**src/rtl/ifw_params.svh**
```systemverilog
`ifndef IFW_PARAMS_SVH
`define IFW_PARAMS_SVH

// ---------------------------------------------------------------------------
// Interrupt fan-out and wake constants
// ---------------------------------------------------------------------------
`define IFW_NUM_IRQ      32
`define IFW_NUM_BITS     5
`define IFW_PRIO_LEVELS  8
`define IFW_PRIO_BITS    3
`define IFW_LVL_NONE     4'h8
`define IFW_VEC_FIRST    32'h00000010
`define IFW_VEC_SHIFT    2
`define IFW_ADDR_BITS    32

`endif

```
**src/rtl/ifw_pkg.sv**
```systemverilog
`include "ifw_params.svh"

package ifw_pkg;

  // -------------------------------------------------------------------------
  // Types
  // -------------------------------------------------------------------------
  typedef logic [`IFW_PRIO_BITS-1:0] ifw_prio_t;
  typedef logic [`IFW_NUM_BITS-1:0]  ifw_num_t;
  typedef logic [`IFW_NUM_IRQ-1:0]   ifw_vec_t;

  typedef enum logic [3:0] {
    IFW_ST_RUN   = 4'b0001,
    IFW_ST_SLEEP = 4'b0010,
    IFW_ST_DEEP  = 4'b0100,
    IFW_ST_WAKE  = 4'b1000
  } ifw_state_e;

  typedef struct packed {
    logic                      valid;
    ifw_num_t                  num;
    ifw_prio_t                 prio;
    logic [`IFW_ADDR_BITS-1:0] addr;
  } ifw_take_s;

  typedef struct packed {
    logic      found;
    ifw_num_t  num;
    ifw_prio_t prio;
  } ifw_pick_s;

endpackage : ifw_pkg

```
**src/rtl/ifw_top.sv**
```systemverilog
`timescale 1ns/1ps
`include "ifw_params.svh"

module ifw_top (
  input  wire logic                                clk,
  input  wire logic                                rst_n,
  input  wire ifw_pkg::ifw_vec_t                   irq_in,
  input  wire ifw_pkg::ifw_vec_t                   irq_en,
  input  wire ifw_pkg::ifw_prio_t [`IFW_NUM_IRQ-1:0] irq_prio,
  input  wire logic [`IFW_ADDR_BITS-1:0]           vtor_base,
  input  wire logic                                wait_for_interrupt_instr,
  input  wire logic                                handler_exit,
  input  wire logic                                sleep_on_exit,
  input  wire logic                                sleep_deep,
  input  wire logic                                core_powered,
  output ifw_pkg::ifw_take_s                       take_q,
  output ifw_pkg::ifw_vec_t                        pend_q,
  output logic [`IFW_PRIO_LEVELS-1:0]              act_q,
  output logic                                     sleep_q,
  output logic                                     power_gate_q,
  output logic                                     wake_req_q
);

  // -------------------------------------------------------------------------
  // Functions
  // -------------------------------------------------------------------------
  function automatic logic [`IFW_ADDR_BITS-1:0] ifw_vec_addr(
    input logic [`IFW_ADDR_BITS-1:0] base,
    input ifw_pkg::ifw_num_t         n);
    logic [`IFW_ADDR_BITS-1:0] idx;
    idx = {{(`IFW_ADDR_BITS-`IFW_NUM_BITS){1'b0}}, n} + `IFW_VEC_FIRST;
    return base + (idx << `IFW_VEC_SHIFT);
  endfunction : ifw_vec_addr

  // Lowest set bit of the active mask is the running priority
  function automatic logic [3:0] ifw_cur_level(
    input logic [`IFW_PRIO_LEVELS-1:0] act);
    logic [3:0] lvl;
    lvl = `IFW_LVL_NONE;
    for (int i = `IFW_PRIO_LEVELS - 1; i >= 0; i--) begin
      if (act[i]) begin
        lvl = 4'(i);
      end
    end
    return lvl;
  endfunction : ifw_cur_level

  // Lowest priority value wins; equal values go to the lower line number
  function automatic ifw_pkg::ifw_pick_s ifw_pick(
    input ifw_pkg::ifw_vec_t                   req,
    input ifw_pkg::ifw_prio_t [`IFW_NUM_IRQ-1:0] prio);
    ifw_pkg::ifw_pick_s p;
    p = '0;
    p.prio = '1;
    for (int i = `IFW_NUM_IRQ - 1; i >= 0; i--) begin
      if (req[i] && prio[i] <= p.prio) begin
        p.found = 1'b1;
        p.num   = 5'(i);
        p.prio  = prio[i];
      end
    end
    return p;
  endfunction : ifw_pick

  // -------------------------------------------------------------------------
  // Wake interrupt unit
  // -------------------------------------------------------------------------
  ifw_pkg::ifw_vec_t wake_latch;

  ifw_wake_unit u_wake_interrupt_unit (
    .clk          (clk),
    .rst_n        (rst_n),
    .irq_in       (irq_in),
    .irq_en       (irq_en),
    .core_powered (core_powered),
    .pend_seen    (pend_q),
    .latch_q      (wake_latch),
    .wake_req_q   (wake_req_q)
  );

  // -------------------------------------------------------------------------
  // Nested vector controller: pending and selection
  // -------------------------------------------------------------------------
  // While unpowered the controller sees nothing; the wake unit replays
  // its latch once power returns, so no edge on an enabled line is lost across retention.
  wire ifw_pkg::ifw_vec_t  pend_set;
  wire ifw_pkg::ifw_vec_t  pend_clr;
  wire ifw_pkg::ifw_vec_t  pend_d;
  wire ifw_pkg::ifw_vec_t  ready;
  wire logic               any_ready;
  wire ifw_pkg::ifw_pick_s pick;
  wire logic [3:0]         cur_lvl;
  wire logic               take_go;
  wire logic               exit_go;
  wire logic               last_handler;
  wire logic [`IFW_PRIO_LEVELS-1:0] act_take;
  wire logic [`IFW_PRIO_LEVELS-1:0] act_keep;
  wire logic [`IFW_PRIO_LEVELS-1:0] act_d;
  ifw_pkg::ifw_state_e     state_q;
  ifw_pkg::ifw_state_e     state_d;

  // Replay a wake bit only while it is not yet pending, so the take that
  // clears it is not overridden and the event is delivered once
  assign pend_set  = (core_powered ? irq_in : '0)
                   | (core_powered ? (wake_latch & ~pend_q) : '0);
  assign pend_clr  = take_go ? (32'h1 << pick.num) : '0;
  assign pend_d    = (pend_q & ~pend_clr) | pend_set;
  assign ready     = pend_q & irq_en;
  assign any_ready = |ready;
  assign pick      = ifw_pick(ready, irq_prio);
  assign cur_lvl   = ifw_cur_level(act_q);
  assign take_go   = (state_q == ifw_pkg::IFW_ST_RUN) && core_powered && pick.found
                   && !take_q.valid && ({1'b0, pick.prio} < cur_lvl);
  assign exit_go   = handler_exit && (act_q != '0);
  assign last_handler = exit_go && ((act_q & (act_q - 8'h01)) == '0);
  assign act_keep  = exit_go ? (act_q & (act_q - 8'h01)) : act_q;
  assign act_take  = take_go ? (8'h01 << pick.prio) : '0;
  assign act_d     = act_keep | act_take;

  // -------------------------------------------------------------------------
  // Sleep state machine
  // -------------------------------------------------------------------------
  wire logic                sleep_req;
  wire ifw_pkg::ifw_state_e sleep_target;

  assign sleep_req    = !any_ready && (wait_for_interrupt_instr
                      || (last_handler && sleep_on_exit));
  assign sleep_target = sleep_deep ? ifw_pkg::IFW_ST_DEEP : ifw_pkg::IFW_ST_SLEEP;

  always_comb begin
    state_d = state_q;
    unique case (state_q)
      ifw_pkg::IFW_ST_RUN: begin
        if (sleep_req) begin
          state_d = sleep_target;
        end
      end
      ifw_pkg::IFW_ST_SLEEP: begin
        if (any_ready) begin
          state_d = ifw_pkg::IFW_ST_RUN;
        end
      end
      ifw_pkg::IFW_ST_DEEP: begin
        if (wake_req_q || any_ready) begin
          state_d = ifw_pkg::IFW_ST_WAKE;
        end
      end
      ifw_pkg::IFW_ST_WAKE: begin
        if (core_powered) begin
          state_d = ifw_pkg::IFW_ST_RUN;
        end
      end
      default: begin
        state_d = ifw_pkg::IFW_ST_RUN;
      end
    endcase
  end

  // -------------------------------------------------------------------------
  // Registers
  // -------------------------------------------------------------------------
  always_ff @(posedge clk) begin
    if (!rst_n) begin
      state_q      <= ifw_pkg::IFW_ST_RUN;
      pend_q       <= '0;
      act_q        <= '0;
      take_q       <= '0;
      sleep_q      <= 1'b0;
      power_gate_q <= 1'b0;
    end else begin
      state_q      <= state_d;
      pend_q       <= pend_d;
      act_q        <= act_d;
      take_q.valid <= take_go;
      take_q.num   <= pick.num;
      take_q.prio  <= pick.prio;
      take_q.addr  <= ifw_vec_addr(vtor_base, pick.num);
      sleep_q      <= (state_d != ifw_pkg::IFW_ST_RUN);
      power_gate_q <= (state_d == ifw_pkg::IFW_ST_DEEP);
    end
  end
endmodule : ifw_top

```
**src/rtl/ifw_wake_unit.sv**
```systemverilog
`timescale 1ns/1ps
`include "ifw_params.svh"

module ifw_wake_unit (
  input  wire logic            clk,
  input  wire logic            rst_n,
  input  wire ifw_pkg::ifw_vec_t irq_in,
  input  wire ifw_pkg::ifw_vec_t irq_en,
  input  wire logic            core_powered,
  input  wire ifw_pkg::ifw_vec_t pend_seen,
  output ifw_pkg::ifw_vec_t    latch_q,
  output logic                 wake_req_q
);

  // -------------------------------------------------------------------------
  // Wake capture
  // -------------------------------------------------------------------------
  // Capture runs only while the core is unpowered: then the nested
  // controller cannot see a request, so this latch is its only record.
  wire logic              armed;
  wire ifw_pkg::ifw_vec_t cap_set;
  wire ifw_pkg::ifw_vec_t cap_clr;
  ifw_pkg::ifw_vec_t      latch_d;

  assign armed   = !core_powered;
  assign cap_set = armed ? (irq_in & irq_en) : '0;
  // A bit is released only once power is back and the pending bit shows it
  assign cap_clr = core_powered ? (latch_q & pend_seen) : '0;
  assign latch_d = (latch_q & ~cap_clr) | cap_set;

  always_ff @(posedge clk) begin
    if (!rst_n) begin
      latch_q    <= '0;
      wake_req_q <= 1'b0;
    end else begin
      latch_q    <= latch_d;
      wake_req_q <= |latch_d;
    end
  end
endmodule : ifw_wake_unit

```
**config.mk**
```make
export PLATFORM = sky130hd
export DESIGN_NAME = ifw_top
export DESIGN_NICKNAME = d
export VERILOG_FILES = /design/src/rtl/ifw_pkg.sv /design/src/rtl/ifw_top.sv /design/src/rtl/ifw_wake_unit.sv
export VERILOG_INCLUDE_DIRS = /design/src /design/src/rtl
export SDC_FILE = /design/constraint.sdc
export NUM_CORES = 1
export LEC_CHECK = 0
export ABC_AREA = 1
export BUFFER_PORTS_ARGS = -buffer_cell sky130_fd_sc_hd__buf_2
export CAP_MARGIN = 20
export CORE_MARGIN = 2
export CORE_UTILIZATION = 57
export CTS_CLUSTER_DIAMETER = 50
export DETAILED_ROUTE_END_ITERATION = 10
export GPL_ROUTABILITY_DRIVEN = 0
export PLACE_DENSITY = 0.95
export SETUP_SLACK_MARGIN = 0.15
export SLEW_MARGIN = 40
export SYNTH_ARGS = -nofsm -noshare
export SYNTH_HDL_FRONTEND = slang
export SYNTH_SLANG_ARGS = --single-unit
```
**constraint.sdc**
```tcl
create_clock -name clk -period 76.1 [get_ports clk]
set_input_delay 3.805 -clock clk [delete_from_list [all_inputs] [get_ports clk]]
set_output_delay 3.805 -clock clk [all_outputs]
set_load 0.005 [all_outputs]
```
==> impl_metrics.json, run 1 <==
{
  "status": "finished, final reports clean",
  "leading_cell_types_in_the_layout_fill_and_taps_excluded": "282 x sky130_fd_sc_hd__buf_2, 279 x sky130_fd_sc_hd__nand2_1, 217 x sky130_fd_sc_hd__nor2_1",
  "drt_drc_violations_left": 0,
  "clock_sinks": 120,
  "timing.critical_path.required_ns": 76.37,
  "layout.area.seq_um2": 2400,
  "critical_path.max_fanout": 8,
  "synth-edff-count": 0,
  "die_y_um": 132,
  "cts_tree": "built",
  "initial_core_util_pct": 58.5,
  "place_area_um2": 10800,
  "yosys_warnings": 0,
  "clockRootBuffer": "sky130_fd_sc_hd__clkbuf_16",
  "drt-wirelength-per-cell_um": 14.5,
  "grt_max_degree": 68,
  "slew-limit-headroom_pct": 42.6,
  "postCtsSetupBuffers": 0,
  "firstDrtPassIters": 5,
  "clkLatencyLatePin_ns": 0.42,
  "power_leakage_nw": 6.22,
  "synth_top_area_cell": "sky130_fd_sc_hd__dfxtp_1",
  "antenna-diode-count": 0,
  "cap_violations": 0,
  "hold_path.class": "register to register",
  "yosysUniqueCellTypes": 46,
  "vias": 11217,
  "synthArstFlopShare_pct": 0,
  "globalRouteTotalUtil_pct": 32.8,
  "die_width_um": 132,
  "worst_setup_hold_path_clk_slew_ns": 0.06,
  "timing.critical_path.slowest_stage_cell": "sky130_fd_sc_hd__a21oi_1",
  "finalSetupViolations": 0,
  "fp.dieArea_um2": 17300,
  "cts-buffers-inserted": 17,
  "cts_max_path_bufs": 2,
  "rows": 46,
  "drt_iter0_drc": 914,
  "syn_area_um2": 9290,
  "finalHoldViolations": 0,
  "port_buffers": 282,
  "synthesis.nets": 1757,
  "final_min_period_over_clock_period_pct": 49.3,
  "cts_resized": 0,
  "synth_top_cells_by_area": "sky130_fd_sc_hd__dfxtp_1 26%, sky130_fd_sc_hd__nand2_1 11%, sky130_fd_sc_hd__nor2_1 8.8%",
  "post_route_cells_drive_above_1_share_pct": 24.4,
  "cpPeakStageDelay_ns": 0.57,
  "drt-total-wl_mm": 29.1,
  "most_frequent_standard_cell_in_the_layout_excluding_fill_and_tap_cells": "sky130_fd_sc_hd__buf_2",
  "drv_slew": 0,
  "fill_cells": 1291,
  "skew_ns": 0.00861,
  "power.density_cell_area_nw_per_um2": 27.2,
  "globalRouteOverflowTotal": 0,
  "unrepaired_setup_endpoints_after_global_routing": "false",
  "reg2reg_depth": 261,
  "fin_nets": 2032,
  "route.detailed.vias_per_inst": 5.58,
  "ys.flop_type": "sky130_fd_sc_hd__dfxtp_1",
  "fin_worst_hold_slack_ns": 0.517,
  "grt_antenna_before_repair": 0,
  "grt_first_pass_wirelength_mm": 47.0,
  "cp_data_arrival_time_ns": 37.81,
  "synth_sequential_area_ratio_pct": 25.9,
  "power.ir.vdd_worst_mv": 0.0224,
  "type_of_the_worst_setup_path": "input pin to register",
  "timing.fmax_ghz": 0.0266,
  "cts.hold.buffers_added": 0,
  "hold_depth": 2,
  "layout.cell_area.non_filler_um2": 11500,
  "finalWorstPathRequiredPeriod_ns": 37.53,
  "synth_largest_type_area_fraction_pct": 25.9,
  "area_growth_pct": 23.7,
  "number_of_top_level_design_ports": 283,
  "setup_tns_final_ns": 0,
  "antenna_violating_nets_post_route": 0,
  "core-area_um2": 15900,
  "place_hpwl_mm": 23.0,
  "cp-start-kind": "input pin",
  "endpoint_kind": "register",
  "cell_repeated_most_along_the_worst_path": "sky130_fd_sc_hd__nand2_2",
  "postSynthCellCount": 1506,
  "multiInputGateArea_um2": 5900,
  "ys_seq_elements": 120,
  "htreeDepth": 4,
  "synth_area_per_cell_um2": 6.17,
  "grt_pass1_vias": 10464,
  "max_slew.worst_pin.slew_ns": 0.854
}
synthesized netlist by cell type, types with 5 or more instances:
| library cell | n |
|---|---|
| sky130_fd_sc_hd__ha_1 | 51 |
| sky130_fd_sc_hd__clkbuf_1 | 15 |
| sky130_fd_sc_hd__nand3_1 | 110 |
| sky130_fd_sc_hd__a21oi_1 | 133 |
| sky130_fd_sc_hd__nand3_2 | 22 |
| sky130_fd_sc_hd__and2_1 | 6 |
| sky130_fd_sc_hd__nand2_1 | 279 |
| sky130_fd_sc_hd__nor3_1 | 10 |
| sky130_fd_sc_hd__nand4_1 | 20 |
| sky130_fd_sc_hd__o21ai_1 | 11 |
| sky130_fd_sc_hd__a31oi_1 | 35 |
| sky130_fd_sc_hd__nor4_1 | 8 |
| sky130_fd_sc_hd__o21bai_1 | 6 |
| sky130_fd_sc_hd__or2_2 | 10 |
| sky130_fd_sc_hd__dfxtp_1 | 120 |
| sky130_fd_sc_hd__o22ai_1 | 10 |
| sky130_fd_sc_hd__nor2_1 | 217 |
| sky130_fd_sc_hd__buf_2 | 5 |
| sky130_fd_sc_hd__inv_1 | 207 |
| sky130_fd_sc_hd__inv_2 | 9 |
| sky130_fd_sc_hd__buf_4 | 8 |
| sky130_fd_sc_hd__o21ai_0 | 108 |
| sky130_fd_sc_hd__nand2_2 | 66 |
worst paths after layout:
check             slack [ns]          to        from
hold / removal          0.52  pend_q[27]  pend_q[27]
hold reg to reg         0.52  pend_q[27]  pend_q[27]
setup reg to reg       41.62  take_q[31]  pend_q[31]
setup / recovery       38.57  take_q[31]  irq_en[31]
critical path: cells and delay by family:
family	cells	cell delay [ns]
adders and majority gates	32	9.14
and+or+nand+nor	137	13.77
buffers and inverters	28	2.22
AOI/OAI and AO/OA	65	8.81
where the power goes:
group / total [mW] / internal [mW] / switching, mW
sequential: 0.0757 / 0.0705 / 0.00520
clock: 0.0864 / 0.0559 / 0.0305
combinational: 0.151 / 0.0524 / 0.0983
layer usage:
metal / wire length (µm) / GRT usage [%]
met1: 11900 / 38.4
met2: 13500 / 55.8
met3: 2040 / 6.21
met4: 1620 / 19.6
met5: 0 / 0
logic make-up after synthesis:
group	synth area share [%]
and+or+nand+nor	37.4
AOI/OAI and AO/OA	19.0
buffers and inverters	10.6
DFF	25.9
adders and majority gates	7.09
flip-flops by register name, indices dropped and copies added (netlist names):
signal                            flops
act_q                                 8
pend_q                               32
power_gate_q                          1
sleep_q                               1
state_q                               4
take_q                               41
u_wake_interrupt_unit.latch_q        32
u_wake_interrupt_unit.wake_req_q      1
layout make-up:
class                           instances  share of cell area, %
Clock buffer                           18                   3.82
Inverter                              220                   7.19
Timing Repair Buffer                  287                   12.6
Clock inverter                         14                   1.72
Sequential cell                       120                   20.9
Multi-Input combinational cell       1135                   51.3
Tap cell                              216                   2.35
stage by stage:
| step | setup WS (ns) | utilization [%] | total power [mW] | std cells |
|---|---|---|---|---|
| 3_5_place_dp | 38.55 | 68.3 | 0.223 | 1978 |
| 3_3_place_gp | 40.20 | 68.2 | 0.217 | 1976 |
| 2_1_floorplan | 42.69 | - | 0.187 | 1506 |
| 4_1_cts | 38.89 | 72.3 | 0.311 | 2010 |
| 6_report | 38.57 | 72.3 | 0.313 | 2010 |
| 5_1_grt | 34.51 | 72.3 | 0.336 | 2010 |
(Power assumes the default switching activity.)
==> run 2: changes to the inputs <==
--- a/config.mk
+++ b/config.mk
@@ -10,11 +10,11 @@
 export BUFFER_PORTS_ARGS = -buffer_cell sky130_fd_sc_hd__buf_2
 export CAP_MARGIN = 20
 export CORE_MARGIN = 2
-export CORE_UTILIZATION = 57
+export CORE_UTILIZATION = 48
 export CTS_CLUSTER_DIAMETER = 50
 export DETAILED_ROUTE_END_ITERATION = 10
 export GPL_ROUTABILITY_DRIVEN = 0
-export PLACE_DENSITY = 0.95
+export PLACE_DENSITY = 0.86
 export SETUP_SLACK_MARGIN = 0.15
 export SLEW_MARGIN = 40
 export SYNTH_ARGS = -nofsm -noshare
==> constraint.sdc (replaced) <==
create_clock -name clk -period 32.6 [get_ports clk]
set_input_delay 1.63 -clock clk [delete_from_list [all_inputs] [get_ports clk]]
set_output_delay 1.63 -clock clk [all_outputs]
set_load 0.005 [all_outputs]
==> run 2 against run 1 <==
First-iteration DRC count decreased by 14%. Sequential share of layout area decreased by 3.1 points. Clock power increased by 93%. Utilization decreased by 0.82 points. Non-clock buffer count increased by 134. Sequential power increased by 130%. Register-to-register slack got worse by 40 ns. Design area increased by 17%. Clock skew increased by 0.0012 ns. Critical path depth increased by 8.
==> impl_metrics.json, run 2 (synthesized netlist as in run 1, its figures left out) <==
{
  "max_slew.worst_pin.slew_ns": 0.817,
  "fill_cells": 1411,
  "register_with_the_highest_flop_count": "take_q",
  "type_of_the_worst_setup_path": "input pin to register",
  "hold_path.class": "register to register",
  "cts_tree": "built",
  "status": "finished, final reports clean",
  "total_switching_power_mw": 0.359,
  "drt_iter0_drc": 788,
  "cts.hold.buffers_added": 0,
  "post-place-cells": 2079,
  "place_hpwl_mm": 24.1,
  "cpPeakStageDelay_ns": 0.35,
  "layout.area.seq_um2": 2400,
  "drv_slew": 0,
  "largest_registers_in_the_final_layout": "take_q x41, pend_q x32, u_wake_interrupt_unit.latch_q x32",
  "finish.cell_count_without_fillers": 2191,
  "die_y_um": 143,
  "gr-max-usage-layer": "met2",
  "number_of_flip_flops_under_the_largest_register_name": 41,
  "grt_antenna_before_repair": 2,
  "leading_cell_types_in_the_layout_fill_and_taps_excluded": "281 x sky130_fd_sc_hd__buf_2, 231 x sky130_fd_sc_hd__nand2_1, 194 x sky130_fd_sc_hd__nor2_1",
  "grt_max_degree": 67,
  "post_route_cells_drive_above_1_share_pct": 39.2,
  "cap_violations": 0,
  "final_min_period_over_clock_period_pct": 97.8,
  "portion_of_total_power_attributed_to_the_clock_network_pct": 20.3,
  "timing.critical_path.required_ns": 32.95,
  "fp.dieArea_um2": 20500,
  "fin_nets": 2166,
  "drt-wirelength-per-cell_um": 16.0,
  "finalHoldViolations": 0,
  "cts-buffers-inserted": 17,
  "cp-start-kind": "input pin",
  "htreeDepth": 4,
  "multiInputGateArea_um2": 6890,
  "grt_first_pass_wirelength_mm": 47.5,
  "critical_path.max_fanout": 6,
  "drt_drc_violations_left": 0,
  "fraction_of_power_consumed_by_combinational_cells_pct": 58.3,
  "power.density_cell_area_nw_per_um2": 61.1,
  "core-area_um2": 18800,
  "finalSetupViolations": 0,
  "worst_setup_hold_path_clk_slew_ns": 0.06,
  "timing.critical_path.slowest_stage_cell": "sky130_fd_sc_hd__ha_1",
  "most_frequent_standard_cell_in_the_layout_excluding_fill_and_tap_cells": "sky130_fd_sc_hd__buf_2",
  "unrepaired_setup_endpoints_after_global_routing": "true",
  "power_leakage_nw": 7.01,
  "grtUsageMet3_pct": 5.10,
  "drt-total-wl_mm": 35.1,
  "globalRouteOverflowTotal": 0,
  "number_of_top_level_design_ports": 283,
  "initial_core_util_pct": 49.3,
  "cp_delay_by_family_top": "simple AND/OR/NAND/NOR gates",
  "globalRouteTotalUtil_pct": 28.5,
  "timing.fmax_ghz": 0.0314,
  "skew_ns": 0.00986,
  "die_width_um": 143,
  "use_met1_pct": 35.5,
  "cp_data_arrival_time_ns": 32.23,
  "finish.utilization_pct": 71.5,
  "grtUsageMet2_pct": 48.2,
  "vias": 12265,
  "crit_buf_inv": 26,
  "port_buffers": 282,
  "cts_max_path_bufs": 2,
  "clkLatencyLatePin_ns": 0.41,
  "clock_sinks": 120,
  "antenna_violating_nets_post_route": 0,
  "grt_pass1_vias": 10440,
  "slew-limit-headroom_pct": 45.1,
  "power.ir.vdd_worst_mv": 0.0478,
  "p_total_mw": 0.823,
  "clockRootBuffer": "sky130_fd_sc_hd__clkbuf_16",
  "switching_power_share_of_the_total_pct": 43.7,
  "area_growth_pct": 44.9,
  "finalWorstPathRequiredPeriod_ns": 31.87,
  "route.detailed.vias_per_inst": 5.60,
  "firstDrtPassIters": 7,
  "internal_power_mw": 0.463,
  "cell_repeated_most_along_the_worst_path": "sky130_fd_sc_hd__nand2_2",
  "endpoint_kind": "register",
  "sequentialPowerShare_pct": 21.4,
  "rows": 50
}
## run 2: cell type report
type	instances	share of cell area [%]
multi-input cells	1135	51.2
clock buffers	23	3.55
repair buffers	421	18.4
inverters	220	6.16
flip-flops and latches	120	17.9
diodes	3	0.0558
clock inverters	9	0.372
well taps	260	2.42
## run 2: power by group through the flow
stage               logic (mW)  registers [mW]  clock network [mW]
detailed placement       0.371           0.178                   0
finish                   0.479           0.176               0.167
global placement         0.358           0.178                   0
floorplan                0.257           0.178                   0
CTS                      0.382           0.175               0.169
global route             0.528           0.178               0.176
## run 2: metrics by stage
stage	TNS (ns)	setup slack, ns	area [µm²]	hold slack (ns)
2_1_floorplan	0	1.37	9290	0.485
3_5_place_dp	-14.42	-1.49	11300	0.488
6_report	0	0.726	13500	0.499
5_1_grt	-13.33	-1.43	13500	0.540
4_1_cts	0	0.163	12000	0.498
3_3_place_gp	0	0.0606	11300	0.485
## run 2: routing by layer
layer | wire length [µm] | share of wire, %
met5 | 0 | 0
met4 | 1910 | 5.4
met3 | 2690 | 7.7
met2 | 17200 | 49
met1 | 13300 | 38
## run 2: what timing repair did
action	4_1_cts	5_1_grt
gates resized for setup	42	234
pin swaps	20	160
setup endpoints to repair	15	79
buffers inserted	14	63
## run 2: final timing paths
path	from	cells after the start	slack [ns]	to
worst max register to register	pend_q[31]	269	1.49	take_q[30]
worst max-delay path	irq_en[31]	270	0.73	take_q[30]
worst min register to register	act_q[2]	2	0.50	act_q[2]
worst min-delay path	act_q[2]	2	0.50	act_q[2]
## run 2: worst reg2reg max path, delay by kind of cell, from the launching register on
kind | cells | cell delay, ns
AND/OR/NAND/NOR | 147 | 13.22
adder cells (fa/ha/maj) | 33 | 8.98
AO/OA/AOI/OAI | 64 | 6.51
buffers and inverters | 25 | 1.79
flip-flops | 1 | 0.50
